===== config.mk =====
export PLATFORM = sky130hd
export DESIGN_NAME = serdes_lane_ctrl
export DESIGN_NICKNAME = d
export VERILOG_FILES = /design/src/serdes_lane_pkg.sv /design/src/phase_reg_if.sv /design/src/phase_regulator.sv /design/src/serdes_lane_ctrl.sv
export VERILOG_INCLUDE_DIRS = /design/src
export SDC_FILE = /design/constraint.sdc
export NUM_CORES = 1
export LEC_CHECK = 0
export BUFFER_PORTS_ARGS = -buffer_cell sky130_fd_sc_hd__buf_2
export CELL_PAD_IN_SITES_DETAIL_PLACEMENT = 1
export CELL_PAD_IN_SITES_GLOBAL_PLACEMENT = 2
export CORE_MARGIN = 5
export CORE_UTILIZATION = 38
export DETAILED_ROUTE_END_ITERATION = 6
export GPL_TIMING_DRIVEN = 0
export PLACE_DENSITY_LB_ADDON = 0.25
export REMOVE_ABC_BUFFERS = 1
export SYNTH_ARGS = -nofsm -noshare
export SYNTH_HDL_FRONTEND = slang
export SYNTH_SLANG_ARGS = --single-unit

===== constraint.sdc =====
create_clock -name i_mclk -period 6.4 [get_ports i_mclk]
set_input_delay 0.32 -clock i_mclk [delete_from_list [all_inputs] [get_ports i_mclk]]
set_output_delay 0.32 -clock i_mclk [all_outputs]
set_load 0.02 [all_outputs]

===== src/serdes_lane_defines.svh =====
// Constants for the multi-rate serdes lane control block
`ifndef SERDES_LANE_DEFINES_SVH
`define SERDES_LANE_DEFINES_SVH
// PLL calibration values per rate
`define PLL_CAL_VALUE_1G 8'h3c
`define PLL_CAL_VALUE_2G5 8'h30
// Rotation settings per rate
`define ROT_FREQ_1G 1'h0
`define ROT_DIR_1G 1'h1
`define ROT_ENA_1G 1'h0
`define ROT_FREQ_2G5 1'h1
`define ROT_DIR_2G5 1'h0
`define ROT_ENA_2G5 1'h1
// Integrator time constant range and normal value
`define HYST_MIN_FULL 3'h3
`define HYST_MIN_QUARTER 3'h1
`define HYST_MAX 3'h7
`define HYST_NORMAL 3'h5
// Bandwidth index of the widest offset limit per rate mode
`define BW_FIRST_HALF 3'h3
`define BW_FIRST_QUARTER 3'h2
// Integrator update interval: 128 * 32 * 2^(hyst + 1 - bw) cycles, as exponent
`define TICK_BASE_EXP 5'h0d
`define TICK_CNT_W 21
// Offset compensation limits in ppm, halving per bandwidth step
`define PPM_LIMIT_0 11'h7a1
`define PPM_LIMIT_1 11'h3d1
`define PPM_LIMIT_2 11'h1e8
`define PPM_LIMIT_3 11'h0f4
`define PPM_LIMIT_4 11'h07a
`define PPM_LIMIT_5 11'h03d
`endif


===== src/serdes_lane_pkg.sv =====
// Types shared by the serdes lane control modules
`default_nettype none
package serdes_lane_pkg;
    typedef enum logic [1:0] {RATE_100M, RATE_1G, RATE_2G5, RATE_5G} line_rate_t;
    typedef enum logic [1:0] {ST_HELD, ST_ARMED, ST_CAL, ST_RUN} lane_state_t;
    typedef logic [2:0] cfg3_t;
    typedef logic signed [9:0] phase_step_t;
    typedef logic [10:0] ppm_t;
endpackage
`default_nettype wire


===== src/phase_reg_if.sv =====
// Signals between the lane control and the phase regulator
`timescale 1ns/100ps
`default_nettype none
interface phase_reg_if;
    import serdes_lane_pkg::*;
    logic quarter;
    cfg3_t phs_ctrl;
    cfg3_t hyst;
    cfg3_t bw;
    logic early;
    logic late;
    phase_step_t step;
    logic signed [7:0] integ;
    ppm_t ppm_limit;
    modport ctrl (output quarter, phs_ctrl, hyst, bw, early, late,
        input step, integ, ppm_limit);
    modport reg_side (input quarter, phs_ctrl, hyst, bw, early, late,
        output step, integ, ppm_limit);
endinterface
`default_nettype wire


===== src/phase_regulator.sv =====
// PI phase regulator of the deserializer
`timescale 1ns/100ps
`default_nettype none
`include "serdes_lane_defines.svh"
module phase_regulator (
    // Clock and reset
    input wire logic i_mclk,
    input wire logic i_arst_n,
    // Regulator link
    phase_reg_if.reg_side pr
);
    import serdes_lane_pkg::*;

    // Offset limit lookup by bandwidth and rate mode
    function automatic ppm_t ppm_lookup(input cfg3_t bw, input logic quarter);
        logic [2:0] first;
        logic [2:0] idx;
        first = quarter ? `BW_FIRST_QUARTER : `BW_FIRST_HALF;
        idx = (bw > first) ? 3'(bw - first) : 3'h0;
        case (idx)
            3'h0: ppm_lookup = `PPM_LIMIT_0;
            3'h1: ppm_lookup = `PPM_LIMIT_1;
            3'h2: ppm_lookup = `PPM_LIMIT_2;
            3'h3: ppm_lookup = `PPM_LIMIT_3;
            3'h4: ppm_lookup = `PPM_LIMIT_4;
            default: ppm_lookup = `PPM_LIMIT_5;
        endcase
    endfunction

    logic [`TICK_CNT_W-1:0] tick_cnt_ff;
    logic signed [7:0] vote_ff;
    logic signed [7:0] integ_ff;
    phase_step_t step_ff;
    ppm_t ppm_ff;

    // Proportional gain and an integrator limit kept below it
    wire [4:0] tick_exp = 5'(`TICK_BASE_EXP + pr.hyst - pr.bw);
    wire [`TICK_CNT_W-1:0] tick_last = `TICK_CNT_W'((22'h1 << tick_exp) - 22'h1);
    wire tick = (tick_cnt_ff >= tick_last); // Shorter interval never overruns the counter
    wire [9:0] prop = 10'(10'h080 >> pr.bw);
    wire [9:0] phs_lim = {5'h0, pr.phs_ctrl, 2'h3};
    wire [9:0] prop_lim = 10'((prop << 2) - 10'h1);
    wire [9:0] int_lim = (phs_lim < prop_lim) ? phs_lim : prop_lim;
    wire signed [9:0] integ_w = 10'(integ_ff);
    wire signed [9:0] lim_s = $signed(int_lim);
    wire int_up = (vote_ff > 8'sh00) && (integ_w < lim_s);
    wire int_dn = (vote_ff < 8'sh00) && (integ_w > -lim_s);
    wire signed [7:0] nxt_integ = integ_ff + (int_up ? 8'sh01 : int_dn ? -8'sh01 : 8'sh00);
    wire vote_up = pr.early && !pr.late && vote_ff != 8'sh7f;
    wire vote_dn = pr.late && !pr.early && vote_ff != -8'sh80;
    wire signed [9:0] p_term = pr.early ? $signed(prop) : pr.late ? -$signed(prop) : 10'sh0;
    wire signed [9:0] nxt_step = p_term + (integ_w >>> 2);

    // Integrator interval, votes and integrator value
    always_ff @(posedge i_mclk or negedge i_arst_n)
    begin
        if (!i_arst_n)
        begin
            tick_cnt_ff <= '0;
            vote_ff <= 8'sh00;
            integ_ff <= 8'sh00;
            step_ff <= 10'sh000;
            ppm_ff <= 11'h000;
        end
        else
        begin
            tick_cnt_ff <= tick ? '0 : tick_cnt_ff + 1'b1;
            vote_ff <= tick ? 8'sh00 : vote_ff + (vote_up ? 8'sh01 : vote_dn ? -8'sh01 : 8'sh00);
            integ_ff <= tick ? nxt_integ : integ_ff;
            step_ff <= nxt_step;
            ppm_ff <= ppm_lookup(pr.bw, pr.quarter);
        end
    end

    assign pr.step = step_ff;
    assign pr.integ = integ_ff;
    assign pr.ppm_limit = ppm_ff;
endmodule
`default_nettype wire


===== src/serdes_lane_ctrl.sv =====
// Control of one multi-rate serdes lane: reset, calibration, loopback, clocks
// Overview of operation
// - Lane runs 100M oversampled, 1G, 2.5G, 5G
// - Lane stays inactive without lane enable
// - Lane held reset until both resets released
// - Equipment loopback feeds serializer into deserializer
// - Facility loopback returns received data to transmitter
// - Recovered clock to local or shared output
// - Squelch recovered clock while PCS lacks data
// - PI regulator, proportional part always stronger
// - Time constant 3-7 full, 1-7 quarter
// - Integrator interval sets cut-off frequency
// - Integrator toggles around offset, residual small
// - Bandwidth field sets proportional gain
// - Offset limits halve per bandwidth step
`timescale 1ns/100ps
`default_nettype none
`include "serdes_lane_defines.svh"
module serdes_lane_ctrl (
    // Clock and reset
    input wire logic i_mclk,
    input wire logic i_arst_n,
    // Lane control fields
    input wire logic i_lane_enable,
    input wire logic i_system_reset_n,
    input wire logic i_lane_reset,
    input wire logic i_pll_calibration_enable,
    input wire logic [7:0] i_pll_calibration_value,
    input wire logic i_pll_rotation_frequency,
    input wire logic i_pll_rotation_direction,
    input wire logic i_pll_rotation_enable,
    input wire logic i_quarter_rate_select,
    input wire logic i_half_rate_select,
    input wire logic i_oversample_enable,
    // Loopback and recovered clock fields
    input wire logic i_equipment_loopback_enable,
    input wire logic i_facility_loopback_enable,
    input wire logic i_local_recovered_clock_select,
    input wire logic i_shared_recovered_clock_select,
    input wire logic i_local_clock_squelch_enable,
    input wire logic i_shared_clock_squelch_enable,
    // Phase regulator fields
    input wire serdes_lane_pkg::cfg3_t i_integrator_phase_control,
    input wire serdes_lane_pkg::cfg3_t i_integrator_time_constant,
    input wire serdes_lane_pkg::cfg3_t i_proportional_bandwidth,
    // Analog side
    input wire logic i_pll_locked,
    input wire logic i_tx_data,
    input wire logic i_rx_data,
    input wire logic i_recovered_clk,
    input wire logic i_pcs_data_valid,
    input wire logic i_phase_early,
    input wire logic i_phase_late,
    // Lane status
    output logic o_lane_active,
    output logic o_pll_cal_running,
    output logic o_pll_cal_enable,
    output serdes_lane_pkg::line_rate_t o_line_rate,
    output logic o_config_error,
    // Data paths
    output logic o_line_tx_data,
    output logic o_des_in_data,
    output logic o_input_buffer_bypass,
    output logic o_output_buffer_enable,
    output logic o_ser_phase_align,
    // Recovered clocks
    output logic o_local_reco_clk,
    output logic o_shared_reco_clk,
    output logic o_shared_reco_drive,
    // Phase regulator results
    output serdes_lane_pkg::phase_step_t o_phase_step,
    output logic signed [7:0] o_integrator,
    output serdes_lane_pkg::ppm_t o_offset_limit_ppm
);
    import serdes_lane_pkg::*;

    lane_state_t state_ff;
    lane_state_t nxt_state;
    logic active_ff;
    logic cal_run_ff;
    logic cal_ena_ff;
    line_rate_t rate_ff;
    logic err_ff;
    logic tx_ff;
    logic des_ff;
    logic ib_bypass_ff;
    logic ob_ena_ff;
    logic align_ff;
    logic reco_a_ff;
    logic reco_b_ff;
    logic drive_b_ff;

    phase_reg_if pr ();

    // Rate decode from oversample enable and the rate select pair
    function automatic line_rate_t decode_rate(input logic q, input logic h, input logic os);
        if (os)
            decode_rate = RATE_100M;
        else if (q && !h)
            decode_rate = RATE_1G;
        else if (h && !q)
            decode_rate = RATE_2G5;
        else
            decode_rate = RATE_5G;
    endfunction

    // Calibration sequence
    always_comb
    begin
        nxt_state = state_ff;
        unique case (state_ff)
            ST_HELD:
                if (!i_system_reset_n && !i_pll_calibration_enable)
                    nxt_state = ST_ARMED;
            ST_ARMED:
                if (i_system_reset_n && i_pll_calibration_enable)
                    nxt_state = ST_CAL;
            ST_CAL:
                if (!i_system_reset_n)
                    nxt_state = ST_HELD;
                else if (i_pll_locked)
                    nxt_state = ST_RUN;
            ST_RUN:
                if (!i_system_reset_n)
                    nxt_state = ST_HELD;
        endcase
    end

    // Lane activity and configuration checks
    wire line_rate_t nxt_rate = decode_rate(i_quarter_rate_select, i_half_rate_select,
        i_oversample_enable);
    wire nxt_active = (state_ff == ST_RUN) && i_system_reset_n && !i_lane_reset
        && i_lane_enable;
    wire quarter = (nxt_rate == RATE_1G) || (nxt_rate == RATE_100M);
    wire both_loops = i_equipment_loopback_enable && i_facility_loopback_enable;
    wire bad_1g = (nxt_rate == RATE_1G) && (i_pll_calibration_value != `PLL_CAL_VALUE_1G
        || i_pll_rotation_frequency != `ROT_FREQ_1G || i_pll_rotation_direction != `ROT_DIR_1G
        || i_pll_rotation_enable != `ROT_ENA_1G);
    wire bad_2g5 = (nxt_rate == RATE_2G5) && (i_pll_calibration_value != `PLL_CAL_VALUE_2G5
        || i_pll_rotation_frequency != `ROT_FREQ_2G5 || i_pll_rotation_direction != `ROT_DIR_2G5
        || i_pll_rotation_enable != `ROT_ENA_2G5);
    wire [2:0] hyst_min = quarter ? `HYST_MIN_QUARTER : `HYST_MIN_FULL;
    wire hyst_bad = i_integrator_time_constant < hyst_min;
    wire nxt_err = both_loops || bad_1g || bad_2g5 || hyst_bad;
    wire eloop = i_equipment_loopback_enable && !both_loops;
    wire floop = i_facility_loopback_enable && !both_loops;

    // Data path selection, gated by lane activity
    wire nxt_tx = nxt_active && (floop ? i_rx_data : i_tx_data);
    wire nxt_des = nxt_active && (eloop ? i_tx_data : i_rx_data);

    // Recovered clock routing with squelch
    wire reco_ok_a = !(i_local_clock_squelch_enable && !i_pcs_data_valid);
    wire reco_ok_b = !(i_shared_clock_squelch_enable && !i_pcs_data_valid);
    wire nxt_drive_b = nxt_active && i_shared_recovered_clock_select;
    wire nxt_reco_a = nxt_active && i_local_recovered_clock_select && reco_ok_a
        && i_recovered_clk;
    wire nxt_reco_b = nxt_drive_b && reco_ok_b && i_recovered_clk;

    // Regulator configuration, out-of-range time constant raised to its floor
    assign pr.quarter = quarter;
    assign pr.phs_ctrl = i_integrator_phase_control;
    assign pr.hyst = hyst_bad ? hyst_min : i_integrator_time_constant;
    assign pr.bw = i_proportional_bandwidth;
    assign pr.early = nxt_active && i_phase_early;
    assign pr.late = nxt_active && i_phase_late;

    phase_regulator phase_regulator_i (
        .i_mclk (i_mclk),
        .i_arst_n (i_arst_n),
        .pr (pr.reg_side)
    );

    // Lane state and status registers
    always_ff @(posedge i_mclk or negedge i_arst_n)
    begin
        if (!i_arst_n)
        begin
            state_ff <= ST_HELD;
            active_ff <= 1'b0;
            cal_run_ff <= 1'b0;
            cal_ena_ff <= 1'b0;
            rate_ff <= RATE_5G;
            err_ff <= 1'b0;
        end
        else
        begin
            state_ff <= nxt_state;
            active_ff <= nxt_active;
            cal_run_ff <= (nxt_state == ST_CAL);
            cal_ena_ff <= i_pll_calibration_enable && (nxt_state != ST_HELD);
            rate_ff <= nxt_rate;
            err_ff <= nxt_err;
        end
    end

    // Data path and clock output registers
    always_ff @(posedge i_mclk or negedge i_arst_n)
    begin
        if (!i_arst_n)
        begin
            tx_ff <= 1'b0;
            des_ff <= 1'b0;
            ib_bypass_ff <= 1'b0;
            ob_ena_ff <= 1'b0;
            align_ff <= 1'b0;
            reco_a_ff <= 1'b0;
            reco_b_ff <= 1'b0;
            drive_b_ff <= 1'b0;
        end
        else
        begin
            tx_ff <= nxt_tx;
            des_ff <= nxt_des;
            ib_bypass_ff <= nxt_active && eloop;
            ob_ena_ff <= nxt_active;
            align_ff <= nxt_active && floop;
            reco_a_ff <= nxt_reco_a;
            reco_b_ff <= nxt_reco_b;
            drive_b_ff <= nxt_drive_b;
        end
    end

    assign o_lane_active = active_ff;
    assign o_pll_cal_running = cal_run_ff;
    assign o_pll_cal_enable = cal_ena_ff;
    assign o_line_rate = rate_ff;
    assign o_config_error = err_ff;
    assign o_line_tx_data = tx_ff;
    assign o_des_in_data = des_ff;
    assign o_input_buffer_bypass = ib_bypass_ff;
    assign o_output_buffer_enable = ob_ena_ff;
    assign o_ser_phase_align = align_ff;
    assign o_local_reco_clk = reco_a_ff;
    assign o_shared_reco_clk = reco_b_ff;
    assign o_shared_reco_drive = drive_b_ff;
    assign o_phase_step = pr.step;
    assign o_integrator = pr.integ;
    assign o_offset_limit_ppm = pr.ppm_limit;
endmodule
`default_nettype wire


==> Word level (Yosys, flattened, before mapping) <==
Cells that the tools add are included.
{ "word_totals": {"inputBits": 42, "reg_bits": 73} }
{ "op_classes": {"n_bitwise": 3, "addsub": 11, "magnitude_cmp": 8, "mux": 25, "n_eq_ne": 14, "n_shift": 2, "n_reduce_logical": 58} }
{ "op_table": {"columns": ["cell", "count"], "rows": [
  ["one-hot mux 11 bit (5 select lines)", 1],
  ["two-way mux 8 bit", 5],
  ["logical AND 1 bit", 33],
  ["two-way mux 10 bit", 3],
  ["adder 21 x 1 -> 21 bit, second input constant", 1],
  ["greater-or-equal comparator 21 bit", 1],
  ["two-way mux 21 bit", 1],
  ["left shift 1 x 5 -> 21 bit, first input constant", 1],
  ["subtractor 21 x 1 -> 21 bit, second input constant", 1],
  ["negation 10 bit", 2],
  ["adder 8 bit", 2],
  ["two-way mux 2 bit", 8],
  ["inequality test 8 x 6 -> 1 bit, second input constant", 2],
  ["inequality test 8 bit, second input constant", 2],
  ["zero test 1 bit", 11],
  ["adder 10 x 6 -> 10 bit", 1],
  ["> comparator 8 x 10 -> 1 bit", 1],
  ["logical OR 1 bit", 10],
  ["less-than comparator 5 x 10 -> 1 bit", 1],
  ["less-than comparator 8 x 10 -> 1 bit", 1],
  [">> shifter 8 x 3 -> 10 bit, first input constant", 1],
  ["subtractor 10 x 1 -> 10 bit, second input constant", 1],
  ["equality test 2 bit, second input constant", 4],
  ["> comparator 8 x 1 -> 1 bit, second input constant", 1],
  ["17 further kinds", 26]
]} }

==> Logic depth before layout (Yosys ltp) <==
Gate-level depths: netlist of run 1.
{ "logic_depth": {"ltp_word": 16, "depth_mapped": 28} }

==> Modules after synthesis <==
Synthesis of run 1 repeated with hierarchy kept, for this count alone.
{ "hier_totals": {"cells_unflattened": 619, "area_unflattened_um2": 5580.4} }
{ "modules_own_cells": {"columns": ["mod", "cells_per_inst", "instances", "area_each_um2"], "rows": [
  ["phase_regulator", 550, 1, 4855.9],
  ["serdes_lane_ctrl", 69, 1, 724.4]
]} }

==> Least setup slack after synthesis of run 1 <==
No wires, ideal clock.
{ "synth_path": {"path_type": "in2reg", "start": "input port i_half_rate_select", "end": "register phase_regulator_i.tick_cnt_ff[14]", "t_required_ps": 6279, "n_path_buf": 3, "path_slack_ps": 974, "setup_ps": 121, "path_stages": 27, "arrival_time_ps": 5305, "path_cell_list": "inv_1 > a21oi_1 > inv_1 > ha_1 > a211oi_1 > mux2i_1 > ha_1 > inv_1 > ha_1 > fa_1 > mux2i_2 > inv_1 > nand3_1 > ha_1 > clkbuf_1 > nand2_1 > mux2_2 > o22a_1 > ha_1 > nand4_1 > nor3_1 > a211oi_1 > o21ai_0 > a21o_1 > buf_2 > buf_2 > nor2_1"} }
{ "synth_between": {"elab_chain_cells": 15, "elab_cells_between_ends": 18} }
{ "synth_lines": {"columns": ["item", "line_no", "rtl"], "rows": [
  ["start, declared", "serdes_lane_ctrl.sv:33", "input wire logic i_half_rate_select,"],
  ["zero test 1 bit (*)", "serdes_lane_ctrl.sv:99", "else if (q && !h)"],
  ["logical AND 1 bit (*)", "serdes_lane_ctrl.sv:99", null],
  ["two-way mux 2 bit (*)", "serdes_lane_ctrl.sv:99", null],
  ["two-way mux 2 bit (*)", "serdes_lane_ctrl.sv:97", "if (os)"],
  ["net nxt_rate[1]", "serdes_lane_ctrl.sv:130", "wire line_rate_t nxt_rate = decode_rate(i_quarter_rate_select, i_half_rate_select,"],
  ["equality test 2 x 1 -> 1 bit or zero test 2 bit (tied branches)", "serdes_lane_ctrl.sv:134", "wire quarter = (nxt_rate == RATE_1G) || (nxt_rate == RATE_100M);"],
  ["logical OR 1 bit (*)", "serdes_lane_ctrl.sv:134", null],
  ["two-way mux 2 bit (no line) (*)", null, null],
  ["less-than comparator 3 x 2 -> 1 bit", "serdes_lane_ctrl.sv:143", "wire hyst_bad = i_integrator_time_constant < hyst_min;"],
  ["two-way mux 3 bit (*)", "serdes_lane_ctrl.sv:163", "assign pr.hyst = hyst_bad ? hyst_min : i_integrator_time_constant;"],
  ["adder 4 x 3 -> 5 bit (no line) (*)", null, null],
  ["subtractor 5 x 3 -> 5 bit (no line) (*)", null, null],
  ["left shift 1 x 5 -> 21 bit (*)", "phase_regulator.sv:38", "wire [`TICK_CNT_W-1:0] tick_last = `TICK_CNT_W'((22'h1 << tick_exp) - 22'h1);"],
  ["subtractor 21 x 1 -> 21 bit (*)", "phase_regulator.sv:38", null],
  ["greater-or-equal comparator 21 bit (*)", "phase_regulator.sv:39", "wire tick = (tick_cnt_ff >= tick_last);"],
  ["two-way mux 21 bit (*)", "phase_regulator.sv:67", "tick_cnt_ff <= tick ? '0 : tick_cnt_ff + 1'b1;"],
  ["end signal, assigned", "phase_regulator.sv:67", null],
  ["end, declared", "phase_regulator.sv:30", "logic [`TICK_CNT_W-1:0] tick_cnt_ff;"]
]} }
Mark *: on every way through the listed nets, which the timed path passes. The rest lies on a longest branch.
A chain may end at the register's enable or synchronous reset.

==> Worst setup path after layout of run 1 <==
{ "layout_path": {"start": "input port i_half_rate_select", "end": "register phase_regulator_i.integ_ff[1], in the netlist phase_regulator_i.pr.integ[1]"} }
{ "layout_between": {"elab_chain_cells": 14, "elab_cells_between_ends": 17} }
{ "layout_lines": {"columns": ["item", "line_no", "rtl"], "rows": [
  ["zero test 1 bit (*)", "serdes_lane_ctrl.sv:99", null],
  ["logical AND 1 bit (*)", "serdes_lane_ctrl.sv:99", null],
  ["two-way mux 2 bit (*)", "serdes_lane_ctrl.sv:99", null],
  ["two-way mux 2 bit (*)", "serdes_lane_ctrl.sv:97", null],
  ["net nxt_rate[1]", "serdes_lane_ctrl.sv:130", null],
  ["equality test 2 x 1 -> 1 bit or zero test 2 bit (tied branches)", "serdes_lane_ctrl.sv:134", null],
  ["logical OR 1 bit (*)", "serdes_lane_ctrl.sv:134", null],
  ["two-way mux 2 bit (no line) (*)", null, null],
  ["less-than comparator 3 x 2 -> 1 bit", "serdes_lane_ctrl.sv:143", null],
  ["two-way mux 3 bit (*)", "serdes_lane_ctrl.sv:163", null],
  ["adder 4 x 3 -> 5 bit (no line) (*)", null, null],
  ["subtractor 5 x 3 -> 5 bit (no line) (*)", null, null],
  ["left shift 1 x 5 -> 21 bit (*)", "phase_regulator.sv:38", null],
  ["subtractor 21 x 1 -> 21 bit (*)", "phase_regulator.sv:38", null],
  ["greater-or-equal comparator 21 bit (*)", "phase_regulator.sv:39", null],
  ["end signal, assigned", "phase_regulator.sv:69", "integ_ff <= tick ? nxt_integ : integ_ff;"],
  ["end, declared", "phase_regulator.sv:32", "logic signed [7:0] integ_ff;"]
]} }
Marked as above.

==> results by group, run 1 <==
Synth
  • Prevailing post-synth register cell: dfrtp_1
  • Simple-gate portion of the synthesized area: 0.188
  • Share of flip-flops with an asynchronous set or reset: 1.00
  • FF+latch count, synth: 73
  • Synthesized instance count: 594
  • Synthesized area: 0.00538 mm²
  • Syn avg cell area: 9.06 µm²
  • Post-Synth Adder-Cell Area: 0.185
  • Sequential fraction of the synthesis area: 0.340
  • Synth Area in XOR/XNOR: 0.0700
  • Mux contribution to synthesized area: 0.0319
  • Post-synth EDFFs: 0
  • Main combinational cell family by area after synthesis: simple AND/OR/NAND/NOR gates
  • Cell variety after synth: 57
  • Compound-Gate Fraction of Synth Area: 0.150
  • Ys Warns: 0

Job
  • Max-cap check violation count: 0

Floorplan
  • Initial core utilization: 0.388
  • Die Y-Extent: 129 µm
  • Die X: 129 µm
  • FP Rows: 43
  • Total Die Area: 0.0166 mm²
  • Core Footprint: 0.0139 mm²
  • # IOs: 85

CTS
  • Max H-tree Level: 3
  • Clock Path Buffers: 2
  • Clock Tree Root: clkbuf_16
  • TritonCTS clock tree: yes
  • Worst-path clk slew: 60 ps
  • Post-CTS setup buffers: 0
  • Clock Sink Count: 73
  • Cts bufs inserted: 9
  • Worst-Skew Late Latency: 350 ps

Setup path
  • Setup CP Type: input pin to flip-flop
  • WP data arrival: 6070 ps
  • Startpoint types: input pin
  • Max FO, Critical Path: 21
  • Worst EP required: 6630 ps
  • Crit end category: flip-flop

Finish
  • Antenna Diode Count: 0
  • Fin util: 0.461
  • Most common cell after layout, fill and taps aside: buf_2
  • P&R area growth vs syn: 18.8%
  • Layout cells sized above 1: 0.176
  • # nets final: 801
  • Commonest non-fill, non-tap cells in the layout: buf_2 (83), nor2_1 (81), ha_1 (73), dfrtp_1 (71), a21oi_1 (46)
  • Final Cell Area: 0.00639 mm²

Power
  • Power per Cell Area: 251 mW/mm²
  • Max VDD drop: 192 µV
  • Pwr Total: 1610 µW
  • Leak Pwr: 0.00330 µW

Routing
  • Via/cell ratio: 5.28
  • Iteration-0 DRC count of the detailed router: 187
  • Routed via count: 4,581
  • WL final: 13,800 µm
  • DRC errors left: 0
  • Average wire per standard cell: 15.9 µm
  • Drt first pass iters: 4
  • Final ANT Viol Nets: 0

Placement
  • Pre-CTS setup slack: -703 ps
  • Dpl cell area: 0.00601 mm²
  • HPWL Detailed: 10,800 µm
  • PortBufs: 84
  • Placer congestion estimate: 0.791

Global route
  • First-pass GRT wire length: 23,000 µm
  • Initial antenna violation count: 0
  • Largest net degree at the start of global routing: 54
  • Vias in the first global route: 4,879
  • Grt total ovfl: 0
  • GRT Total Usage: 0.171

Timing
  • Final setup fails: 0
  • Final min period: 5850 ps
  • Max Fclk: 171 MHz
  • Final Hold Viols: 0
  • Fin crit share: 0.913
  • Worst rel slew slack: 0.399
  • Setup Skew: 6.94 ps
  • Fin worst setup slack: 554 ps
  • Slew Viols, Final: 0
  • Worst-Margin Slew: 901 ps

Min path
  • Worst hold path type: input pin to flip-flop

Status
  • Outcome: complete, no violations
## critical path, cell delays in order
cell	delay [ps]
buf_2	80
inv_1	60
a21oi_2	220
inv_1	70
ha_1	270
a211oi_1	320
mux2i_1	140
ha_1	280
inv_1	40
ha_1	240
fa_1	510
mux2i_4	280
nor2_1	240
nand2_1	130
ha_1	310
nand2_1	150
nand2_1	110
mux2_2	270
o22a_1	220
ha_1	300
nand4_1	130
nor3_1	260
a211oi_1	100
o21ai_0	330
a21o_4	300
mux2_2	360
## through the flow
| step | hold WS [ps] | cells | setup TNS [ps] |
|---|---|---|---|
| 2_1_floorplan | 24.4 | 584 | 0 |
| 3_3_place_gp | 490 | 848 | -16170 |
| 3_5_place_dp | 240 | 849 | -17750 |
| 4_1_cts | 122 | 866 | 0 |
| 5_1_grt | 135 | 867 | -24.6 |
| 6_report | 142 | 867 | 0 |
## final timing paths
check / startpoint / end / slack [ps] / depth (start not counted)
max: i_half_rate_select / phase_regulator_i.pr.integ[1]$_DFFE_PN0P_ / 550 / 26
min: i_oversample_enable / o_line_rate[0]$_DFF_PN1_ / 140 / 2
max reg2reg: phase_regulator_i.pr.integ[7]$_DFFE_PN0P_ / phase_regulator_i.pr.integ[7]$_DFFE_PN0P_ / 2310 / 12
min reg2reg: phase_regulator_i.tick_cnt_ff[0]$_DFF_PN0_ / phase_regulator_i.tick_cnt_ff[0]$_DFF_PN0_ / 520 / 1
max in group asynchronous: i_arst_n / o_line_rate[0]$_DFF_PN1_ / 5370 / 3
min in group asynchronous: i_arst_n / phase_regulator_i.vote_ff[4]$_DFF_PN0_ / 420 / 2
## metal layers
metal,share of wire,wire (µm),up-vias,global-route usage
met5,0,0,-,0
met4,0.014,199,0,0.0500
met3,0.036,496,14,0.0332
met2,0.51,6990,55,0.308
met1,0.44,6100,2250,0.206
li1,-,-,2262,-
## synthesized netlist by cell type (3+ instances only)
cell type	instances	area share
nand2_1	40	0.028
nand3b_1	5	0.0070
xor2_1	18	0.029
a21o_1	15	0.021
nand4_1	10	0.012
inv_1	28	0.020
xnor2_1	25	0.041
dfrtp_1	71	0.33
a211oi_1	6	0.0084
nor3_1	10	0.0093
o21ai_0	23	0.021
buf_2	4	0.0037
nor2b_1	8	0.0093
and3_1	4	0.0047
a21oi_1	47	0.044
clkbuf_1	13	0.0091
mux2i_1	9	0.017
nand3_1	21	0.020
and2_1	4	0.0047
o41ai_1	3	0.0049
mux2_2	6	0.013
o21a_1	5	0.0070
o21bai_1	4	0.0056
fa_1	4	0.015
nor2_1	81	0.057
o211ai_1	4	0.0056
ha_1	73	0.17
nand2b_1	11	0.013
## kinds of logic (layout without fill, tap and decap cells)
family          count (synthesis)  count (layout)
fa+ha+maj                      77              77
other cells                     2              10
compound gates                128             129
buf+inv                        46             130
xor+xnor                       43              43
simple gates                  209             209
mux                            16              16
flops                          73              73
## cell type report
type                    instances  area (µm²)
fillers                      1658        7490
multi-input cells             484        3430
flip-flops and latches         73        1830
repair buffers                 86         460
clock buffers                  10         229
well taps                     180         225
clock inverters                 6         115
inverters                      28         105
## state kept, by name, summed over array words and instances, names as in the netlist, 2 cells and up
signal / cells
phase_regulator_i.pr.step: 10
state_ff: 2
o_line_rate: 2
phase_regulator_i.pr.integ: 8
phase_regulator_i.pr.ppm_limit: 11
phase_regulator_i.vote_ff: 8
phase_regulator_i.tick_cnt_ff: 21
## power by group
part           internal, µW  switching (µW)
logic                   186             279
clock network           383             203
registers               510            47.0
## what timing repair did
| item | in CTS | in global routing |
|---|---|---|
| setup endpoints to repair | 37 | 37 |
| gates cloned | 0 | 1 |
| hold buffers | 1 | 0 |
| endpoints found under the hold margin | 20 | 0 |
| gates resized for setup | 1 | 3 |
Note: power is estimated with default switching activity, not from simulation.
==> run 2: changes to the inputs <==
Clock period 6.4 ns to 7.2 ns, I/O delays scaled along.
==> results by group, run 2 (synthesized netlist as in run 1, its figures left out) <==
Global route
  • Initial antenna violation count: 0 (unchanged)
  • First-pass GRT wire length: 23,000 µm (unchanged)
  • Largest net degree at the start of global routing: 54 (unchanged)
  • Vias in the first global route: 4,879 (unchanged)
  • Grt total ovfl: 0 (unchanged)
  • Met3 usage: 0.0332 (unchanged)
  • GRT Total Usage: 0.171 (unchanged)
  • GR Util met1: 0.206 (unchanged)
  • Busiest layer in global routing: met2
  • Met2 Use GR: 0.308 (unchanged)

Placement
  • HPWL Detailed: 10,800 µm (unchanged)
  • Cells after DPL: 849 (unchanged)
  • Pre-CTS setup slack: 56.9 ps (+760 ps)
  • PortBufs: 84 (unchanged)
  • Placer congestion estimate: 0.791 (unchanged)

CTS
  • Clock Sink Count: 73 (unchanged)
  • Hold buffers post-CTS: 1 (unchanged)
  • Worst-path clk slew: 60 ps (about the same)
  • Cts bufs inserted: 9 (unchanged)
  • Clock Path Buffers: 2 (unchanged)
  • Max H-tree Level: 3 (unchanged)
  • TritonCTS clock tree: yes
  • Clock Tree Root: clkbuf_16
  • Worst-Skew Late Latency: 350 ps (about the same)
  • Post-CTS setup buffers: 0 (unchanged)
  • CTS resizes: 0 (-1)

Floorplan
  • # IOs: 85 (unchanged)
  • FP Rows: 43 (unchanged)
  • Core Footprint: 0.0139 mm² (unchanged)
  • Total Die Area: 0.0166 mm² (unchanged)
  • Die X: 129 µm (unchanged)
  • Initial core utilization: 0.388 (unchanged)
  • Die Y-Extent: 129 µm (unchanged)

Finish
  • Layout cells sized above 1: 0.173 (-0.00266)
  • # nets final: 800 (-0.12%)
  • Number of flip-flops in the largest register: 21 (unchanged)
  • Final Non-Filler Cells: 866 (-0.12%)
  • Multi-input gate area: 0.00340 mm² (-0.80%)
  • Fill count: 1,661 (+0.18%)
  • Reg with most FFs: phase_regulator_i.tick_cnt_ff
  • Most common cell after layout, fill and taps aside: buf_2
  • Commonest non-fill, non-tap cells in the layout: buf_2 (83), nor2_1 (81), ha_1 (73), dfrtp_1 (71), a21oi_1 (47)
  • Sequential Area: 0.00183 mm² (unchanged)
  • P&R area growth vs syn: 18.3%
  • Antenna Diode Count: 0 (unchanged)

Routing
  • WL final: 13,600 µm (-1.4%)
  • Iteration-0 DRC count of the detailed router: 134 (-28%)
  • Final ANT Viol Nets: 0 (unchanged)
  • DRC errors left: 0 (unchanged)
  • Average wire per standard cell: 15.7 µm (-1.3%)
  • Routed via count: 4,550 (-0.68%)
  • Via/cell ratio: 5.25 (-0.56%)
  • Drt first pass iters: 4 (unchanged)

Timing
  • Final min period: 6270 ps
  • Unrepaired setup endpoints after global routing: no
  • Fin worst setup slack: 927 ps (+373 ps)
  • Worst rel slew slack: 0.392 (-0.00702)
  • Final setup fails: 0 (unchanged)
  • Max Fclk: 159 MHz
  • Worst-Margin Slew: 912 ps (+10.5 ps)
  • Sum Neg Setup Slack: 0 ps (unchanged)
  • Fin crit share: 0.871
  • Setup Skew: 6.83 ps (-0.114 ps)
  • Slew Viols, Final: 0 (unchanged)
  • Final Hold Viols: 0 (unchanged)

Job
  • Max-cap check violation count: 0 (unchanged)

Setup path
  • Max FO, Critical Path: 41 (+95%)
  • Worst EP required: 7430 ps (+800 ps)
  • WP data arrival: 6500 ps (+430 ps)
  • Setup CP Type: input pin to flip-flop
  • Startpoint types: input pin
  • Worst path bufs/invs: 5 (+1)
  • Slowest CP cell: a21o_2
  • CP peak stage delay: 670 ps (+160 ps)
  • CP top delay family: adder cells
  • CP most frequent cell: ha_1
  • Crit end category: flip-flop

Min path
  • Worst hold path type: input pin to flip-flop

Power
  • Power per Cell Area: 224 mW/mm² (-11%)
  • Leak Pwr: 0.00329 µW (-0.28%)
  • Max VDD drop: 171 µV (-11%)

Status
  • Outcome: complete, no violations
-- run 2: cell types whose count changed in the layout (fill, tap and decap cells not counted), sizes merged --
cell / previous run / this run
a21o: 16 / 15
-- run 2: final timing paths --
path | start | cells after the start | to | slack (ps)
setup / recovery | i_half_rate_select | 25 | phase_regulator_i.pr.integ[1]$_DFFE_PN0P_ | 930
hold / removal | i_oversample_enable | 2 | o_line_rate[0]$_DFF_PN1_ | 170
setup reg to reg | phase_regulator_i.pr.integ[7]$_DFFE_PN0P_ | 12 | phase_regulator_i.pr.integ[7]$_DFFE_PN0P_ | 3080
hold reg to reg | phase_regulator_i.tick_cnt_ff[0]$_DFF_PN0_ | 1 | phase_regulator_i.tick_cnt_ff[0]$_DFF_PN0_ | 520
max in group asynchronous | i_arst_n | 3 | o_line_rate[0]$_DFF_PN1_ | 6130
min in group asynchronous | i_arst_n | 2 | phase_regulator_i.pr.integ[0]$_DFFE_PN0P_ | 460
-- run 2: cell type report --
type	instances	share of cell area
Tap cell	180	0.0354
Clock buffer	10	0.0360
Inverter	28	0.0165
Multi-Input combinational cell	483	0.534
Clock inverter	6	0.0181
Timing Repair Buffer	86	0.0723
Sequential cell	73	0.287
-- run 2: power by group --
group	switching, µW	internal, µW
clock	180	340
combinational	246	164
sequential	41.8	453
total	468	958
-- run 2: stage by stage --
step | util | hold slack [ps] | area, µm² | total power [µW]
2_1_floorplan | - | 64.4 | 5330 | 777
3_3_place_gp | 0.431 | 508 | 5980 | 898
3_5_place_dp | 0.433 | 280 | 6010 | 918
4_1_cts | 0.458 | 162 | 6360 | 1450
5_1_grt | 0.459 | 159 | 6360 | 1530
6_report | 0.459 | 171 | 6360 | 1430
-- run 2: metal layers --
layer | up-vias | part of all wire
li1 | 2256 | -
met5 | - | 0
met2 | 55 | 0.51
met4 | 0 | 0.014
met3 | 15 | 0.036
met1 | 2224 | 0.44
-- run 2: worst register-to-register path, cell delays in order, from the launching register on --
cell      delay [ps]
dfrtp_1          670
ha_1             380
nor4_1           370
o21ai_0          150
a21oi_1          750
ha_1             380
a21o_1           190
a211oi_1         230
nor2_1           110
o41ai_1          330
xnor2_1          160
nand2_1           80
xnor2_1          160
==> run 3: changes to the inputs <==
Settings changed: PLACE_DENSITY from default to 0.89, PLACE_DENSITY_LB_ADDON 0.25 to default, SYNTH_HIERARCHICAL from default to 1.
Clock period 7.2 ns to 7.9 ns, I/O delays scaled along.
==> results by group, run 3 <==
Global route
  • Vias in the first global route: 5,197 (+6.5%)
  • GR Util met1: 0.209 (+0.00213)
  • First-pass GRT wire length: 25,200 µm (+9.8%)
  • Met2 Use GR: 0.316 (+0.00780)
  • GRT Total Usage: 0.173 (+0.00202)
  • Grt total ovfl: 0 (unchanged)
  • Initial antenna violation count: 0 (unchanged)
  • Met3 usage: 0.0275 (-0.00569)
  • Largest net degree at the start of global routing: 71 (+31%)
  • Busiest layer in global routing: met2

Power
  • Combinational share of power: 0.399 (+0.111)
  • Leak Pwr: 0.00342 µW (+3.7%)
  • Net Sw Power: 648 µW (+38%)
  • Pwr Total: 1690 µW (+19%)
  • Sw Ratio: 0.383 (+0.0545)
  • Reg power frac: 0.323 (-0.024)
  • Max VDD drop: 131 µV (-23%)
  • Power per Cell Area: 259 mW/mm² (+16%)
  • Int Pwr: 1040 µW (+9.0%)
  • Clk pwr share: 0.278 (-0.087)

Synth
  • Share of flip-flops with an asynchronous set or reset: 1.00 (unchanged)
  • Synthesized area: 0.00558 mm² (+3.7%)
  • Ys Warns: 6 (+6)
  • Post-synth EDFFs: 0 (unchanged)
  • Most common cell in the synthesized netlist: nor2_1
  • Syn avg cell area: 9.02 µm² (-0.47%)
  • Synthesized instance count: 619 (+4.2%)
  • Synth top area cells: dfrtp_1 (32%), ha_1 (16%), nor2_1 (5.1%), xnor2_1 (3.5%), a21oi_1 (3.3%)
  • Prevailing post-synth register cell: dfrtp_1
  • Top cell type's share of synthesized area: 0.318 (-0.0118)
  • FF+latch count, synth: 73 (unchanged)
  • Dominant cell type by area after synthesis: dfrtp_1
  • Sequential fraction of the synthesis area: 0.328 (-0.0122)
  • Cell variety after synth: 67 (+18%)
  • Commonest cells post-synth: nor2_1 (76), ha_1 (73), dfrtp_1 (71)

Finish
  • Most common cell after layout, fill and taps aside: buf_2
  • Commonest non-fill, non-tap cells in the layout: buf_2 (83), nor2_1 (76), ha_1 (73), dfrtp_1 (71), nand2_1 (41)
  • Number of flip-flops in the largest register: 21 (unchanged)
  • Multi-input gate area: 0.00352 mm² (+3.6%)
  • Reg with most FFs: phase_regulator_i/tick_cnt_ff
  • Layout cells sized above 1: 0.172 (-0.00115)
  • # nets final: 822 (+2.8%)
  • Antenna Diode Count: 0 (unchanged)
  • Fill count: 1,723 (+3.7%)
  • Final Non-Filler Cells: 892 (+3.0%)
  • Sequential Area: 0.00183 mm² (unchanged)
  • P&R area growth vs syn: 17.0%
  • Fin util: 0.451 (-0.00779)

Routing
  • Final ANT Viol Nets: 0 (unchanged)
  • Iteration-0 DRC count of the detailed router: 266 (+99%)
  • WL final: 14,900 µm (+9.8%)
  • Via/cell ratio: 5.39 (+2.5%)
  • Average wire per standard cell: 16.7 µm (+6.6%)
  • DRC errors left: 0 (unchanged)
  • Drt first pass iters: 4 (unchanged)
  • Routed via count: 4,806 (+5.6%)

Floorplan
  • Core Footprint: 0.0145 mm² (+4.3%)
  • FP Rows: 44 (+2.3%)
  • Die Y-Extent: 131 µm (+1.7%)
  • Total Die Area: 0.0172 mm² (+3.4%)
  • Die X: 131 µm (+1.7%)
  • Initial core utilization: 0.385 (-0.00218)
  • # IOs: 85 (unchanged)

Timing
  • Setup Skew: 7.22 ps (+0.394 ps)
  • Fin crit share: 0.892
  • Worst-Margin Slew: 824 ps (-87.6 ps)
  • Final Hold Viols: 0 (unchanged)
  • Final min period: 7050 ps
  • Max Fclk: 142 MHz
  • Unrepaired setup endpoints after global routing: no
  • Worst rel slew slack: 0.450 (+0.0584)
  • Sum Neg Setup Slack: 0 ps (unchanged)
  • Final setup fails: 0 (unchanged)
  • WHS: 179 ps (+8.04 ps)
  • Slew Viols, Final: 0 (unchanged)

Setup path
  • WP data arrival: 7270 ps (+770 ps)
  • Max FO, Critical Path: 36 (-12%)
  • Worst EP required: 8120 ps (+690 ps)
  • Crit end category: flip-flop
  • Setup CP Type: input pin to flip-flop
  • Startpoint types: input pin
  • Origin of the worst setup path: i_quarter_rate_select
  • CP peak stage delay: 750 ps (+80 ps)
  • Critical Path End: phase_regulator_i/pr.integ[0]$_DFFE_PN0N_
  • Slowest CP cell: or2_2
  • Cells on worst reg2reg path: 14 (+2)
  • Reg2reg setup slack: 3800 ps (+720 ps)
  • FF-to-FF Start: phase_regulator_i/pr.integ[7]$_DFFE_PN0N_
  • RR Endpoint: phase_regulator_i/pr.integ[6]$_DFFE_PN0N_

Placement
  • PortBufs: 84 (unchanged)
  • Placer congestion estimate: 0.788 (-0.42%)
  • HPWL Detailed: 11,800 µm (+9.4%)
  • Cells after DPL: 875 (+3.1%)

CTS
  • Worst-Skew Late Latency: 340 ps (about the same)
  • Clock Sink Count: 73 (unchanged)
  • TritonCTS clock tree: yes
  • Cts bufs inserted: 9 (unchanged)
  • Clock Path Buffers: 2 (unchanged)
  • Max H-tree Level: 3 (unchanged)
  • Post-CTS setup buffers: 0 (unchanged)
  • Clock Tree Root: clkbuf_16
  • Worst-path clk slew: 60 ps (about the same)

Job
  • Max-cap check violation count: 0 (unchanged)

Min path
  • Worst hold path type: input pin to flip-flop

Status
  • Outcome: complete, no violations
-- run 3: logic make-up (layout without fill, tap and decap cells) --
group | Yosys count | count (layout) | synth area share
AND/OR/NAND/NOR | 220 | 220 | 0.196
adder cells (fa/ha/maj) | 77 | 77 | 0.178
flip-flops | 73 | 73 | 0.328
XOR/XNOR | 42 | 42 | 0.0659
buffers and inverters | 60 | 141 | 0.0471
other | 2 | 10 | 0.00135
AO/OA/AOI/OAI | 133 | 133 | 0.158
multiplexers | 12 | 12 | 0.0262
-- run 3: repair_timing --
action,4_1_cts,5_1_grt
resized for setup,0,1
hold endpoints to repair,3,0
setup endpoints to repair,0,5
hold buffers,1,0
-- run 3: critical path: cells and delay by family --
family | cells | cell delay, ps
AOI/OAI and AO/OA | 6 | 1620
and+or+nand+nor | 4 | 1250
buffers and inverters | 6 | 610
muxes | 4 | 1570
adders and majority gates | 6 | 1830
-- run 3: worst min path at each step --
stage | start | end | depth (start not counted)
after floorplan | i_arst_n | o_config_error$_DFF_PN0_ | 0
after global placement | phase_regulator_i/tick_cnt_ff[0]$_DFF_PN0_ | phase_regulator_i/tick_cnt_ff[0]$_DFF_PN0_ | 1
after detailed placement | i_arst_n | phase_regulator_i/tick_cnt_ff[0]$_DFF_PN0_ | 1
after CTS | i_oversample_enable | o_line_rate[0]$_DFF_PN1_ | 2
after global routing | i_oversample_enable | o_line_rate[0]$_DFF_PN1_ | 2
final | i_oversample_enable | o_line_rate[0]$_DFF_PN1_ | 2
-- run 3: power by group through the flow --
stage | combinational (µW) | sequential (µW) | clock (µW)
4_1_cts | 683 | 550 | 480
6_report | 674 | 547 | 471
3_5_place_dp | 678 | 555 | 0
2_1_floorplan | 445 | 571 | 0
5_1_grt | 760 | 560 | 492
3_3_place_gp | 636 | 548 | 0
-- run 3: layout make-up --
type / count / area share
well taps: 184 / 0.0353
flip-flops and latches: 73 / 0.280
inverters: 39 / 0.0226
repair buffers: 86 / 0.0706
multi-input cells: 494 / 0.540
clock buffers: 11 / 0.0357
clock inverters: 5 / 0.0159
-- run 3: through the flow --
stage	cell area (µm²)	setup slack, ps
6_report	6530	853
3_3_place_gp	6150	-49.1
3_5_place_dp	6180	-308
2_1_floorplan	5500	1840
4_1_cts	6520	50.4
5_1_grt	6530	170
-- run 3: per-layer routing --
| layer | vias up | share of wire |
|---|---|---|
| met4 | 0 | 0.018 |
| met2 | 56 | 0.53 |
| met5 | - | 0 |
| met3 | 18 | 0.019 |
| li1 | 2328 | - |
| met1 | 2404 | 0.43 |
